**src/design/tpwm_pkg.sv**
```systemverilog
// Functional notes
// one-pulse runs only while its enable is set
// edge select picks capture one trigger edge
// trigger loads counter, pulse level, flag, capture
// trigger flag raises irq when capture irq enabled
// flag clears after status read, low byte access
// compare one match ends pulse, after level
// one-pulse: no compare flag one, no pin two
// pwm enable overrides one-pulse enable
// equal levels give a constant output
// one-pulse: capture two still works, not one
// pwm matches drive level one and two
// pwm compare two match reloads counter
// high pulse equals compare two minus one
// length is compare value plus five ticks
// high byte write inhibits compare until low
// pwm never sets compare flags
// pwm compare two sets capture flag one
// pwm: capture one off, capture two works
// wait mode leaves timer running, irq wakes
// halt freezes counter, resumes from frozen count
// capture edge in halt lands at exit
// clock select gives div4, div2, div8, external
// pin one carries both levels when enabled
// counter increments per tick and wraps
package tpwm_pkg;

    // -------------------------------------------------------------------
    // register offsets (byte addresses)
    // -------------------------------------------------------------------
    localparam logic [7:0] OFF_CTRL_ONE = 8'h00;
    localparam logic [7:0] OFF_CTRL_TWO = 8'h04;
    localparam logic [7:0] OFF_STATUS   = 8'h08;
    localparam logic [7:0] OFF_CAP1_HI  = 8'h0c;
    localparam logic [7:0] OFF_CAP1_LO  = 8'h10;
    localparam logic [7:0] OFF_CAP2_HI  = 8'h14;
    localparam logic [7:0] OFF_CAP2_LO  = 8'h18;
    localparam logic [7:0] OFF_CMP1_HI  = 8'h1c;
    localparam logic [7:0] OFF_CMP1_LO  = 8'h20;
    localparam logic [7:0] OFF_CMP2_HI  = 8'h24;
    localparam logic [7:0] OFF_CMP2_LO  = 8'h28;
    localparam logic [7:0] OFF_CNT_HI   = 8'h2c;
    localparam logic [7:0] OFF_CNT_LO   = 8'h30;

    // -------------------------------------------------------------------
    // control field positions
    // -------------------------------------------------------------------
    localparam int BIT_CAP_IRQ_EN   = 7;
    localparam int BIT_CMP_IRQ_EN   = 6;
    localparam int BIT_OVF_IRQ_EN   = 5;
    localparam int BIT_PULSE_LVL    = 2;
    localparam int BIT_EDGE_ONE     = 1;
    localparam int BIT_AFTER_LVL    = 0;
    localparam int BIT_PIN_ONE_EN   = 7;
    localparam int BIT_PIN_TWO_EN   = 6;
    localparam int BIT_ONE_PULSE_EN = 5;
    localparam int BIT_PWM_EN       = 4;
    localparam int BIT_CLK_SEL_LO   = 2;
    localparam int BIT_EDGE_TWO     = 1;
    localparam int BIT_EXT_EDGE     = 0;

    // status flag indices, status byte is {flags, 3'b000}
    localparam int FLG_CAP1 = 4;
    localparam int FLG_CMP1 = 3;
    localparam int FLG_OVF  = 2;
    localparam int FLG_CAP2 = 1;
    localparam int FLG_CMP2 = 0;

    // -------------------------------------------------------------------
    // values after reset and mode constants
    // -------------------------------------------------------------------
    localparam logic [7:0]  CTRL_RESET    = 8'h00;
    localparam logic [15:0] CNT_RESET     = 16'hfffc;
    localparam logic [15:0] CNT_RELOAD    = 16'hfffc;
    localparam logic [15:0] CNT_TOP       = 16'hffff;
    localparam logic [15:0] CAP_OPM_VALUE = 16'hfffd;
    localparam logic [15:0] CMP_RESET     = 16'h8000;
    localparam logic [15:0] CAP_RESET     = 16'h0000;

    // clock select codes and last divider count of each divider
    localparam logic [1:0] SEL_DIV4 = 2'h0;
    localparam logic [1:0] SEL_DIV2 = 2'h1;
    localparam logic [1:0] SEL_DIV8 = 2'h2;
    localparam logic [1:0] SEL_EXT  = 2'h3;
    localparam logic [2:0] DIV2_LAST = 3'h1;
    localparam logic [2:0] DIV4_LAST = 3'h3;
    localparam logic [2:0] DIV8_LAST = 3'h7;

    typedef enum logic [2:0] {
        MODE_FREE      = 3'b001,
        MODE_ONE_PULSE = 3'b010,
        MODE_PWM       = 3'b100
    } tpwm_mode_type;

endpackage

```
**src/design/tpwm_prescaler.sv**
```systemverilog
`timescale 1ns/1ns
module tpwm_prescaler
    import tpwm_pkg::*;
(
    // clock and reset
    input  wire logic       pclk,
    input  wire logic       presetn,
    // selection
    input  wire logic [1:0] clock_select,
    input  wire logic       ext_edge_rise,
    input  wire logic       ext_clock_in,
    input  wire logic       run,
    // timer tick
    output logic            tick
);

    logic [2:0] div_reg;
    logic       ext_prev_reg;
    logic       tick_reg;

    // -------------------------------------------------------------------
    // divider decode
    // -------------------------------------------------------------------
    wire [2:0] div_last = (clock_select == SEL_DIV2) ? DIV2_LAST :
                          (clock_select == SEL_DIV8) ? DIV8_LAST : DIV4_LAST;
    wire       ext_sel  = (clock_select == SEL_EXT);
    wire       ext_hit  = ext_edge_rise ? (ext_clock_in & ~ext_prev_reg)
                                        : (~ext_clock_in & ext_prev_reg);
    wire       div_hit  = (div_reg >= div_last);
    wire       tick_next = run & (ext_sel ? ext_hit : div_hit);

    // divider holds in halt so the phase resumes where it stopped
    always_ff @(posedge pclk or negedge presetn) begin
        if (!presetn) begin
            div_reg      <= 3'h0;
            ext_prev_reg <= 1'b0;
            tick_reg     <= 1'b0;
        end else begin
            div_reg      <= (!run) ? div_reg : (div_hit ? 3'h0 : 3'(div_reg + 3'h1));
            ext_prev_reg <= ext_clock_in;
            tick_reg     <= tick_next;
        end
    end

    assign tick = tick_reg;

endmodule

```
**src/design/tpwm_timer.sv**
```systemverilog
`timescale 1ns/1ns
module tpwm_timer
    import tpwm_pkg::*;
(
    // apb slave
    input  wire logic        pclk,
    input  wire logic        presetn,
    input  wire logic        psel,
    input  wire logic        penable,
    input  wire logic        pwrite,
    input  wire logic [7:0]  paddr,
    input  wire logic [31:0] pwdata,
    output logic [31:0]      prdata,
    output logic             pready,
    output logic             pslverr,
    // capture pins and external timer clock
    input  wire logic        capture_input_one,
    input  wire logic        capture_input_two,
    input  wire logic        ext_clock_in,
    // compare pins
    output logic             compare_output_one,
    output logic             compare_output_one_oe,
    output logic             compare_output_two,
    output logic             compare_output_two_oe,
    // system
    input  wire logic        halt_mode,
    input  wire logic        irq_mask,
    output logic             timer_irq
);

    // -------------------------------------------------------------------
    // state
    // -------------------------------------------------------------------
    logic [7:0]  ctrl_one_reg;
    logic [7:0]  ctrl_two_reg;
    logic [15:0] cnt_reg;
    logic [15:0] cnt_next;
    logic [15:0] cmp_one_reg;
    logic [15:0] cmp_two_reg;
    logic [15:0] cap_one_reg;
    logic [15:0] cap_two_reg;
    logic [4:0]  flag_reg;
    logic [4:0]  arm_reg;
    logic [1:0]  inh_reg;
    logic [1:0]  pend_reg;
    logic        cap1_prev_reg;
    logic        cap2_prev_reg;
    logic        halt_prev_reg;
    logic        oc1_reg;
    logic        oc1_next;
    logic        oc2_reg;
    logic        oc1_oe_reg;
    logic        oc2_oe_reg;
    logic        irq_reg;
    logic [31:0] prdata_reg;
    logic        pready_reg;
    logic        pslverr_reg;
    logic        tick;
    tpwm_mode_type mode;

    // -------------------------------------------------------------------
    // apb decode
    // -------------------------------------------------------------------
    wire acc_first = psel & penable & ~pready_reg;
    wire acc_done  = psel & penable & pready_reg;
    wire wr        = acc_done & pwrite;
    wire hit_c1    = (paddr == OFF_CTRL_ONE);
    wire hit_c2    = (paddr == OFF_CTRL_TWO);
    wire hit_st    = (paddr == OFF_STATUS);
    wire hit_p1h   = (paddr == OFF_CAP1_HI);
    wire hit_p1l   = (paddr == OFF_CAP1_LO);
    wire hit_p2h   = (paddr == OFF_CAP2_HI);
    wire hit_p2l   = (paddr == OFF_CAP2_LO);
    wire hit_m1h   = (paddr == OFF_CMP1_HI);
    wire hit_m1l   = (paddr == OFF_CMP1_LO);
    wire hit_m2h   = (paddr == OFF_CMP2_HI);
    wire hit_m2l   = (paddr == OFF_CMP2_LO);
    wire hit_nh    = (paddr == OFF_CNT_HI);
    wire hit_nl    = (paddr == OFF_CNT_LO);
    wire mapped    = hit_c1 | hit_c2 | hit_st | hit_p1h | hit_p1l | hit_p2h | hit_p2l
                   | hit_m1h | hit_m1l | hit_m2h | hit_m2l | hit_nh | hit_nl;

    // read selection, all registers are one byte wide
    wire [7:0] rd_byte = hit_c1  ? ctrl_one_reg :
                         hit_c2  ? ctrl_two_reg :
                         hit_st  ? {flag_reg, 3'h0} :
                         hit_p1h ? cap_one_reg[15:8] :
                         hit_p1l ? cap_one_reg[7:0] :
                         hit_p2h ? cap_two_reg[15:8] :
                         hit_p2l ? cap_two_reg[7:0] :
                         hit_m1h ? cmp_one_reg[15:8] :
                         hit_m1l ? cmp_one_reg[7:0] :
                         hit_m2h ? cmp_two_reg[15:8] :
                         hit_m2l ? cmp_two_reg[7:0] :
                         hit_nh  ? cnt_reg[15:8] :
                         hit_nl  ? cnt_reg[7:0] : 8'h00;

    // second step of flag clearing: any access to the matching low byte
    wire [4:0] lo_acc = {acc_done & hit_p1l, acc_done & hit_m1l, acc_done & hit_nl,
                         acc_done & hit_p2l, acc_done & hit_m2l};
    wire       stat_rd = acc_first & ~pwrite & hit_st;

    // -------------------------------------------------------------------
    // mode and events
    // -------------------------------------------------------------------
    wire pwm_en = ctrl_two_reg[BIT_PWM_EN];
    wire opm_en = ctrl_two_reg[BIT_ONE_PULSE_EN];
    assign mode = pwm_en ? MODE_PWM : (opm_en ? MODE_ONE_PULSE : MODE_FREE);
    wire m_pwm  = (mode == MODE_PWM);
    wire m_one  = (mode == MODE_ONE_PULSE);
    wire m_free = (mode == MODE_FREE);

    // capture pins are synchronous, edge found against last sample
    wire rise1  = capture_input_one & ~cap1_prev_reg;
    wire fall1  = ~capture_input_one & cap1_prev_reg;
    wire rise2  = capture_input_two & ~cap2_prev_reg;
    wire fall2  = ~capture_input_two & cap2_prev_reg;
    wire edge1  = ctrl_one_reg[BIT_EDGE_ONE] ? rise1 : fall1;
    // capture two keeps its own edge select in every mode
    wire edge2s = ctrl_two_reg[BIT_EDGE_TWO] ? rise2 : fall2;
    wire hexit  = halt_prev_reg & ~halt_mode;

    // halt gates ticks and triggers, so the count stays frozen
    wire run_tick = tick & ~halt_mode;
    wire opm_trig = m_one & edge1 & ~halt_mode;
    wire m1 = run_tick & (cnt_reg == cmp_one_reg) & ~inh_reg[0];
    wire m2 = run_tick & (cnt_reg == cmp_two_reg) & ~inh_reg[1];
    wire reload = opm_trig | (m_pwm & m2);
    wire ovf = run_tick & (cnt_reg == CNT_TOP) & ~reload;

    // capture one is cut off in pulse modes, capture two always works
    wire cap1_evt = m_free & ((edge1 & ~halt_mode) | (hexit & pend_reg[0]));
    wire cap2_evt = (edge2s & ~halt_mode) | (hexit & pend_reg[1]);

    wire [4:0] flag_set = {opm_trig | (m_pwm & m2) | cap1_evt,
                           m_free & m1,
                           ovf,
                           cap2_evt,
                           ~m_pwm & m2};
    wire [4:0] flag_clr = arm_reg & lo_acc;

    wire irq_next = ~irq_mask & ((ctrl_one_reg[BIT_CAP_IRQ_EN] & (flag_reg[FLG_CAP1]
                  | flag_reg[FLG_CAP2])) | (ctrl_one_reg[BIT_CMP_IRQ_EN]
                  & (flag_reg[FLG_CMP1] | flag_reg[FLG_CMP2]))
                  | (ctrl_one_reg[BIT_OVF_IRQ_EN] & flag_reg[FLG_OVF]));

    // counter next value, reload wins over increment
    always_comb begin
        cnt_next = cnt_reg;
        if (reload) begin
            cnt_next = CNT_RELOAD;
        end else if (run_tick) begin
            cnt_next = 16'(cnt_reg + 16'h0001);
        end
    end

    // pin one level: trigger and period start load the pulse level
    always_comb begin
        oc1_next = oc1_reg;
        if (opm_trig || (m_pwm && m2)) begin
            oc1_next = ctrl_one_reg[BIT_PULSE_LVL];
        end else if (m1) begin
            oc1_next = ctrl_one_reg[BIT_AFTER_LVL];
        end
    end

    // -------------------------------------------------------------------
    // prescaler
    // -------------------------------------------------------------------
    tpwm_prescaler u_prescale_factor (
        .pclk          (pclk),
        .presetn       (presetn),
        .clock_select  (ctrl_two_reg[BIT_CLK_SEL_LO +: 2]),
        .ext_edge_rise (ctrl_two_reg[BIT_EXT_EDGE]),
        .ext_clock_in  (ext_clock_in),
        .run           (~halt_mode),
        .tick          (tick)
    );

    // -------------------------------------------------------------------
    // flags, set wins over clear
    // -------------------------------------------------------------------
    genvar gi;
    generate
        for (gi = 0; gi < 5; gi++) begin : g_flag
            always_ff @(posedge pclk or negedge presetn) begin
                if (!presetn) begin
                    flag_reg[gi] <= 1'b0;
                    arm_reg[gi]  <= 1'b0;
                end else begin
                    flag_reg[gi] <= flag_set[gi] | (flag_reg[gi] & ~flag_clr[gi]);
                    arm_reg[gi]  <= ~flag_clr[gi] & (arm_reg[gi] | (stat_rd & flag_reg[gi]));
                end
            end
        end
    endgenerate

    // -------------------------------------------------------------------
    // counter, captures, halt tracking
    // -------------------------------------------------------------------
    always_ff @(posedge pclk or negedge presetn) begin
        if (!presetn) begin
            cnt_reg       <= CNT_RESET;
            cap_one_reg   <= CAP_RESET;
            cap_two_reg   <= CAP_RESET;
            pend_reg      <= 2'h0;
            cap1_prev_reg <= 1'b0;
            cap2_prev_reg <= 1'b0;
            halt_prev_reg <= 1'b0;
        end else begin
            cnt_reg       <= cnt_next;
            cap1_prev_reg <= capture_input_one;
            cap2_prev_reg <= capture_input_two;
            halt_prev_reg <= halt_mode;
            if (opm_trig) begin
                cap_one_reg <= CAP_OPM_VALUE;
            end else if (cap1_evt) begin
                cap_one_reg <= cnt_reg;
            end
            if (cap2_evt) begin
                cap_two_reg <= cnt_reg;
            end
            // edges seen in halt are held until the exit
            pend_reg[0] <= halt_mode ? (pend_reg[0] | (m_free & edge1)) : 1'b0;
            pend_reg[1] <= halt_mode ? (pend_reg[1] | edge2s) : 1'b0;
        end
    end

    // -------------------------------------------------------------------
    // software registers
    // -------------------------------------------------------------------
    always_ff @(posedge pclk or negedge presetn) begin
        if (!presetn) begin
            ctrl_one_reg <= CTRL_RESET;
            ctrl_two_reg <= CTRL_RESET;
            cmp_one_reg  <= CMP_RESET;
            cmp_two_reg  <= CMP_RESET;
            inh_reg      <= 2'h0;
        end else if (wr) begin
            if (hit_c1) ctrl_one_reg <= pwdata[7:0];
            if (hit_c2) ctrl_two_reg <= pwdata[7:0];
            if (hit_m1h) cmp_one_reg[15:8] <= pwdata[7:0];
            if (hit_m1l) cmp_one_reg[7:0] <= pwdata[7:0];
            if (hit_m2h) cmp_two_reg[15:8] <= pwdata[7:0];
            if (hit_m2l) cmp_two_reg[7:0] <= pwdata[7:0];
            // a torn 16-bit update must not match halfway
            if (hit_m1h) inh_reg[0] <= 1'b1;
            if (hit_m1l) inh_reg[0] <= 1'b0;
            if (hit_m2h) inh_reg[1] <= 1'b1;
            if (hit_m2l) inh_reg[1] <= 1'b0;
        end
    end

    // -------------------------------------------------------------------
    // pins, interrupt and bus answer, all from flops
    // -------------------------------------------------------------------
    always_ff @(posedge pclk or negedge presetn) begin
        if (!presetn) begin
            oc1_reg     <= 1'b0;
            oc2_reg     <= 1'b0;
            oc1_oe_reg  <= 1'b0;
            oc2_oe_reg  <= 1'b0;
            irq_reg     <= 1'b0;
            prdata_reg  <= 32'h0000_0000;
            pready_reg  <= 1'b0;
            pslverr_reg <= 1'b0;
        end else begin
            oc1_reg     <= oc1_next;
            oc2_reg     <= (m_free & m2) ? ctrl_one_reg[BIT_PULSE_LVL] : oc2_reg;
            oc1_oe_reg  <= ctrl_two_reg[BIT_PIN_ONE_EN];
            oc2_oe_reg  <= ctrl_two_reg[BIT_PIN_TWO_EN] & m_free;
            irq_reg     <= irq_next;
            pready_reg  <= acc_first;
            pslverr_reg <= acc_first & ~mapped;
            if (acc_first && !pwrite) prdata_reg <= {24'h00_0000, rd_byte};
        end
    end

    assign prdata                = prdata_reg;
    assign pready                = pready_reg;
    assign pslverr               = pslverr_reg;
    assign compare_output_one    = oc1_reg;
    assign compare_output_one_oe = oc1_oe_reg;
    assign compare_output_two    = oc2_reg;
    assign compare_output_two_oe = oc2_oe_reg;
    assign timer_irq             = irq_reg;
endmodule

```
**config.mk**
```make
export PLATFORM = sky130hd
export DESIGN_NAME = tpwm_timer
export DESIGN_NICKNAME = d
export VERILOG_FILES = /design/src/design/tpwm_pkg.sv /design/src/design/tpwm_prescaler.sv /design/src/design/tpwm_timer.sv
export SDC_FILE = /design/constraint.sdc
export NUM_CORES = 1
export LEC_CHECK = 0
export BUFFER_PORTS_ARGS = -buffer_cell sky130_fd_sc_hd__buf_4
export CAP_MARGIN = 20
export CORE_ASPECT_RATIO = 0.9
export CORE_MARGIN = 2
export CORE_UTILIZATION = 63
export DETAILED_ROUTE_END_ITERATION = 10
export PLACE_DENSITY_LB_ADDON = 0.1
export SETUP_SLACK_MARGIN = 0.4
export SLEW_MARGIN = 15
export SYNTH_ARGS = -nofsm -noshare
export SYNTH_HDL_FRONTEND = slang
export SYNTH_HIERARCHICAL = 1
export SYNTH_SLANG_ARGS = --single-unit
export TNS_END_PERCENT = 100
```
**constraint.sdc**
```tcl
create_clock -name pclk -period 6 [get_ports pclk]
set_clock_uncertainty 0.15 [all_clocks]
set_input_delay 1.2 -clock pclk [delete_from_list [all_inputs] [get_ports pclk]]
set_output_delay 1.2 -clock pclk [all_outputs]
set_load 0.05 [all_outputs]
```
[Yosys cells after proc, flatten, opt, wreduce, memory -nomap -nowiden]
Cells that the tools add are included.
W data, S select, Z words.
Cells by class
  reductions and logical operators: 18
  add/subtract/negate cells: 2
  multiplexer cells: 34
  equality and inequality tests: 21
  order comparisons: 1
  bitwise gates (word level): 112
Operator list (number)
  $mux W8: 13
  $mux W16: 4
  $and A1 B1 Y1: 59
  $eq A8 B6 Y1 const B: 5
  $eq A16 B16 Y1: 2
  $eq A8 B5 Y1 const B: 4
  $or A1 B1 Y1: 32
  $not A1 Y1: 20
  $add A16 B1 Y16 const B: 1
  $eq A16 B16 Y1 const B: 1
  $eq A8 B4 Y1 const B: 2
  $reduce_and A2 Y1: 8
  $mux W1: 12
  $mux W3: 4
  $reduce_bool A2 Y1: 5
  $eq A8 B3 Y1 const B: 1
  $logic_not A8 Y1: 1
  $and A5 B5 Y5: 1
  $eq A2 B2 Y1 const B: 2
  $add A3 B1 Y3 const B: 1
  $eq A3 B1 Y1 const B: 1
  $eq A3 B2 Y1 const B: 1
  $eq A3 B3 Y1 const B: 1
  $ge A3 B3 Y1: 1
  5 further kinds: 6
Storage, ports and cells
  bits of input ports: 50
  output and inout port bits: 39
  register bits: 133

[Longest topological paths before layout]
  depth in word-level cells: 15
  mapped depth: 9

[Modules after synthesis]
Netlist, hierarchy kept.
Modules (own cells, without submodules)
  tpwm_timer: sequential area each 3223.1 µm², instances 1, area each 7033.0 µm², cells an instance 695
  tpwm_prescaler: sequential area each 125.1 µm², instances 1, area each 282.8 µm², cells an instance 28

[Worst setup path before layout]
No wires, ideal clock.
  kind: in2reg
  start point: input paddr[3]
  end point: register ctrl_one_reg[0]
  path slack: 3.078 ns
  cell stages on the path: 5
  arrival: 2.647 ns
  cells stage by stage: buf_6 or4_1 or3_4 nor2_8 mux2_2
Between the ends
  longest elaborated chain between the ends: 2
Ends and longest elaborated chain
  start: declaration: RTL line tpwm_timer.sv:11  | input wire logic [7:0] paddr,
  $logic_not A8 Y1: RTL line tpwm_timer.sv:67  | wire hit_c1 = (paddr == OFF_CTRL_ONE);
  $reduce_and A2 Y1 (no line)
  end signal: assignment: RTL line tpwm_timer.sv:240  | if (hit_c1) ctrl_one_reg <= pwdata[7:0];
  end: declaration: RTL line tpwm_timer.sv:34  | logic [7:0] ctrl_one_reg;
No other way between the ends.
A chain may end at the register's enable or synchronous reset.

[Final worst setup path]
  start point: input paddr[2]
  end point: register prdata_reg[7] (netlist: prdata[7])
Between the ends
  longest elaborated chain between the ends: 14
  elaborated cells on any way between the ends: 26
  classes of those cells: eq/ne (12); mux (13); reduce/logical (1)
Ends and longest elaborated chain
  $eq A8 B6 Y1: RTL line tpwm_timer.sv:79  | wire hit_nl = (paddr == OFF_CNT_LO);
  $mux W8: RTL line tpwm_timer.sv:96  | hit_nl ? cnt_reg[7:0] : 8'h00;
  $mux W8: RTL line tpwm_timer.sv:95  | hit_nh ? cnt_reg[15:8] :
  $mux W8: RTL line tpwm_timer.sv:94  | hit_m2l ? cmp_two_reg[7:0] :
  $mux W8: RTL line tpwm_timer.sv:93  | hit_m2h ? cmp_two_reg[15:8] :
  $mux W8: RTL line tpwm_timer.sv:92  | hit_m1l ? cmp_one_reg[7:0] :
  $mux W8: RTL line tpwm_timer.sv:91  | hit_m1h ? cmp_one_reg[15:8] :
  $mux W8: RTL line tpwm_timer.sv:90  | hit_p2l ? cap_two_reg[7:0] :
  $mux W8: RTL line tpwm_timer.sv:89  | hit_p2h ? cap_two_reg[15:8] :
  $mux W8: RTL line tpwm_timer.sv:88  | hit_p1l ? cap_one_reg[7:0] :
  $mux W8: RTL line tpwm_timer.sv:87  | hit_p1h ? cap_one_reg[15:8] :
  $mux W8: RTL line tpwm_timer.sv:86  | hit_st ? {flag_reg, 3'h0} :
  $mux W8: RTL line tpwm_timer.sv:85  | hit_c2 ? ctrl_two_reg :
  $mux W8 *: RTL line tpwm_timer.sv:84  | wire [7:0] rd_byte = hit_c1 ? ctrl_one_reg :
  end signal: assignment: RTL line tpwm_timer.sv:275  | if (acc_first && !pwrite) prdata_reg <= {24'h00_0000, rd_byte};
  end: declaration: RTL line tpwm_timer.sv:55  | logic [31:0] prdata_reg;
Mark *: on every way between the ends. The rest lies on a longest branch, timed or not.

==> results.py <==
metrics = {
    "clocking": {
        "clock_tree.root_cell": "sky130_fd_sc_hd__clkbuf_16",
        "cts_setup_buffers": 0,
        "cts_inserted_buffers": 17,
        "clock-sinks": 133,
        "clk_latency_ps": 430,
        "cts.htree.levels": 4,
        "cts_tree": "yes",
        "hold_buffers": 0,
        "clk_pin_slew_ps": 50,
        "post_cts_resized": 0,
        "cts.path.max_buffers": 2,
    },
    "cells_and_area": {
        "area.growth.synth_to_final_pct": 12.2,
        "num-nets-final": 798,
        "final_layout_size_suffix_gt1_frac": 0.239,
        "fillerInstances": 847,
        "insertedDiodeCount": 0,
        "fin_cells": 913,
    },
    "yosys": {
        "synthAdderAreaFrac": 0.00684,
        "synthSimpleGateAreaFrac": 0.172,
        "synth_compound_gate_area_share": 0.126,
        "synthCells": 723,
        "ys_ff_latch": 133,
        "synth.mux.area_fraction": 0.125,
        "synthesis.area_per_instance_um2": 10.1,
        "number_of_flops_mapped_to_enable_cells_by_yosys": 0,
        "synthFlopType": "sky130_fd_sc_hd__dfrtp_1",
        "seq_area_frac_synth": 0.458,
        "synth-warning-count": 6,
        "synth.lib_cells_used.distinct": 71,
        "combinational_family_with_the_most_area_after_synthesis": "simple AND/OR/NAND/NOR gates",
        "synth_async_sr_flop_share": 1.00,
        "post_synth_instance_area_mm2": 0.00732,
        "synth_xor_xnor_area_share": 0.0551,
    },
    "setup_path": {
        "critical_path_class": "in2reg",
        "cp-end-kind": "flip-flop",
        "cp_num_buf_inv": 2,
        "cp.required_ps": 6210,
        "timing.reg2reg.worst_path_depth": 7,
        "cp_num_cells": 7,
        "crit_path_max_incr_delay_ps": 550,
        "critical_path.max_fanout": 50,
        "critical_path.startpoint_type": "primary input",
        "path_cells": "buf_4 > clkinv_1 > nor2_1 > a21oi_1 > a2bb2oi_1 > a31oi_1 > o22a_1",
        "cp.arrival_ps": 3630,
        "worst_path_top_cell_family_by_delay": "buffers and inverters",
        "slowest_stage": "sky130_fd_sc_hd__clkinv_1",
    },
    "power_and_ir_drop": {
        "power_per_cell_area_mw_per_mm2": 313,
        "power.share.clock": 0.451,
        "vdd_ir_drop_max_mv": 0.270,
        "switching_power_w": 0.000718,
        "pint_w": 0.00185,
        "p_comb_frac": 0.135,
        "p_seq_frac": 0.414,
        "total_leakage_power_nw": 3.79,
        "switching_share": 0.279,
    },
    "timing": {
        "relSlewSlack": 0.341,
        "post-route-period-util": 0.570,
        "max_freq_mhz": 292,
        "final.min_clock_period_ps": 3420,
        "drv_slew": 0,
        "fin_tns_setup_ps": 0,
        "rsz0062_at_grt": "false",
        "count_of_final_hold_check_violations": 0,
        "worst-slew-pin-transition_ps": 988,
        "setup_violators_final": 0,
    },
    "placed_design": {
        "hpwl_mm": 14.8,
        "buffer_ports.inserted": 40,
        "dpl.cell_count": 880,
        "gp_congestion": 0.967,
    },
    "floorplanning": {
        "core_mm2": 0.0114,
        "core.rowCount": 37,
        "die_height_um": 106,
        "die_area_mm2": 0.0125,
        "floorplan.die.width_um": 118,
        "design.portCount": 89,
        "initial_utilization": 0.642,
    },
    "drt": {
        "vias_per_cell": 6.42,
        "wl_mm": 21.3,
        "drc": 0,
        "route.detailed.wl_per_inst_um": 23.4,
        "dr_total_vias": 5861,
        "final_antenna_net_count": 0,
        "firstDrtPassIters": 6,
        "drt_iter0_markers": 664,
    },
    "global_route": {
        "first_pass_grt_wire_length_mm": 33.3,
        "grt-ovfl-total": 0,
        "pin_count_of_the_biggest_net_entering_global_routing": 75,
        "grt_antenna_before_repair": 1,
        "first_global_vias": 5774,
        "grtUsageTotal": 0.357,
    },
    "run_status": {
        "run_status": "finished clean",
    },
    "worst_hold_path": {
        "holdPathStages": 0,
        "min-delay-path-class": "reg2reg",
    },
    "job": {
        "maxCapViolCount": 0,
    },
}
## logic make-up (layout without fill, tap and decap cells)
group | Yosys count | after routing
buffers and inverters | 75 | 86
AOI/OAI and AO/OA | 148 | 148
and+or+nand+nor | 238 | 238
DFF | 133 | 133
other | 1 | 24
xor gates and xnor gates | 46 | 46
adders and majority gates | 4 | 4
muxes | 78 | 78
## worst paths after layout
path | startpoint | endpoint | slack, ps
worst max-delay path | paddr[2] | prdata[7]$_DFFE_PN0P_ | 2580
worst min-delay path | ctrl_two_reg[7]$_DFFE_PN0P_ | compare_output_one_oe$_DFF_PN0_ | 250
worst max register to register | cnt_reg[14]$_DFFE_PN1P_ | cnt_reg[1]$_DFFE_PN0P_ | 3490
worst min register to register | ctrl_two_reg[7]$_DFFE_PN0P_ | compare_output_one_oe$_DFF_PN0_ | 250
max in group asynchronous | presetn | cmp_two_reg[4]$_DFFE_PN0P_ | 3900
min in group asynchronous | presetn | cap_one_reg[14]$_DFFE_PN0P_ | 610
## routing by layer
| metal | routed length (um) | part of all wire | GRT usage | up-vias |
|---|---|---|---|---|
| li1 | - | - | - | 2570 |
| met1 | 8920 | 0.42 | 0.493 | 2914 |
| met2 | 9810 | 0.46 | 0.539 | 329 |
| met3 | 2040 | 0.096 | 0.0955 | 46 |
| met4 | 549 | 0.026 | 0.153 | 2 |
| met5 | 13 | 0.00061 | 0 | - |
## power by group through the flow
| stage | clock network [W] | registers (W) | logic (W) |
|---|---|---|---|
| 2_1_floorplan | 0 | 0.00104 | 0.000264 |
| 3_3_place_gp | 0 | 0.00107 | 0.000328 |
| 3_5_place_dp | 0 | 0.00107 | 0.000339 |
| 4_1_cts | 0.00116 | 0.00106 | 0.000346 |
| 5_1_grt | 0.00121 | 0.00107 | 0.000379 |
| 6_report | 0.00116 | 0.00106 | 0.000348 |
## metrics by stage
stage                     instance area, um2  utilization  setup WS, ps  total power [W]  hold slack, ps
after detailed placement                7540        0.662          2260          0.00141             248
final                                   8210        0.721          2580          0.00257             254
after CTS                               8200        0.720          2690          0.00257             259
after global placement                  7540        0.662          2320          0.00140             242
after global routing                    8210        0.721          2580          0.00266             269
after floorplan                         7400            -          3080          0.00130             220
## placed cells by master, fill, tap and decap left out, types with 4 or more instances in the layout
master | synthesis | routed
sky130_fd_sc_hd__nand4_1 | 7 | 7
sky130_fd_sc_hd__nand3b_1 | 4 | 4
sky130_fd_sc_hd__mux2i_1 | 5 | 5
sky130_fd_sc_hd__dfrtp_1 | 117 | 117
sky130_fd_sc_hd__mux2_2 | 68 | 68
sky130_fd_sc_hd__a22oi_1 | 7 | 7
sky130_fd_sc_hd__buf_4 | 25 | 42
sky130_fd_sc_hd__inv_1 | 9 | 9
sky130_fd_sc_hd__a32oi_1 | 6 | 6
sky130_fd_sc_hd__nor4_1 | 9 | 9
sky130_fd_sc_hd__conb_1 | 1 | 24
sky130_fd_sc_hd__a211oi_1 | 4 | 4
sky130_fd_sc_hd__nor3_1 | 13 | 13
sky130_fd_sc_hd__nor2_1 | 48 | 48
sky130_fd_sc_hd__o21ai_0 | 51 | 51
sky130_fd_sc_hd__xnor2_1 | 14 | 14
sky130_fd_sc_hd__nand2_1 | 87 | 87
sky130_fd_sc_hd__ha_1 | 4 | 4
sky130_fd_sc_hd__dfstp_2 | 16 | 16
sky130_fd_sc_hd__clkbuf_16 | 0 | 17
sky130_fd_sc_hd__o22ai_1 | 7 | 7
sky130_fd_sc_hd__and2_1 | 4 | 4
sky130_fd_sc_hd__or3_1 | 5 | 5
sky130_fd_sc_hd__a31oi_1 | 5 | 5
sky130_fd_sc_hd__xor2_1 | 32 | 32
sky130_fd_sc_hd__a2bb2oi_1 | 4 | 4
sky130_fd_sc_hd__a21oi_1 | 36 | 36
sky130_fd_sc_hd__bufinv_16 | 0 | 5
sky130_fd_sc_hd__nand3_1 | 17 | 17
sky130_fd_sc_hd__nand2b_1 | 14 | 14
## layout make-up
type | instances | area [um2] | share of cell area
Timing Repair Buffer | 44 | 338 | 0.0412
Inverter | 10 | 37.5 | 0.00457
Tap cell | 156 | 195 | 0.0238
Clock buffer | 20 | 457 | 0.0556
Clock inverter | 12 | 201 | 0.0245
Sequential cell | 133 | 3350 | 0.408
Multi-Input combinational cell | 538 | 3630 | 0.442
## Yosys cell counts (all sizes together) (3+ instances only)
cell type | n | share of area
nor4 | 11 | 0.014
nor3b | 3 | 0.0044
or3 | 6 | 0.0058
nand2b | 14 | 0.012
clkbuf | 13 | 0.0067
a31oi | 5 | 0.0043
mux2i | 6 | 0.0087
buf | 52 | 0.046
nor2 | 51 | 0.029
a21oi | 36 | 0.025
o21ai | 51 | 0.035
xnor2 | 14 | 0.017
a22oi | 7 | 0.0072
mux2 | 69 | 0.11
o22a | 3 | 0.0036
or3b | 3 | 0.0036
nor3 | 17 | 0.017
a32oi | 6 | 0.0072
o221ai | 3 | 0.0036
xor2 | 32 | 0.038
inv | 9 | 0.0046
nand3b | 4 | 0.0041
a2bb2oi | 4 | 0.0048
nor2b | 4 | 0.0038
nand2 | 88 | 0.045
nand3 | 18 | 0.013
ha | 4 | 0.0068
o22ai | 7 | 0.0060
nand4 | 7 | 0.0060
dfrtp | 117 | 0.40
dfstp | 16 | 0.057
a211oi | 4 | 0.0041
and2 | 4 | 0.0034
mux4 | 3 | 0.0092
Power figures use the tool's default switching activity.
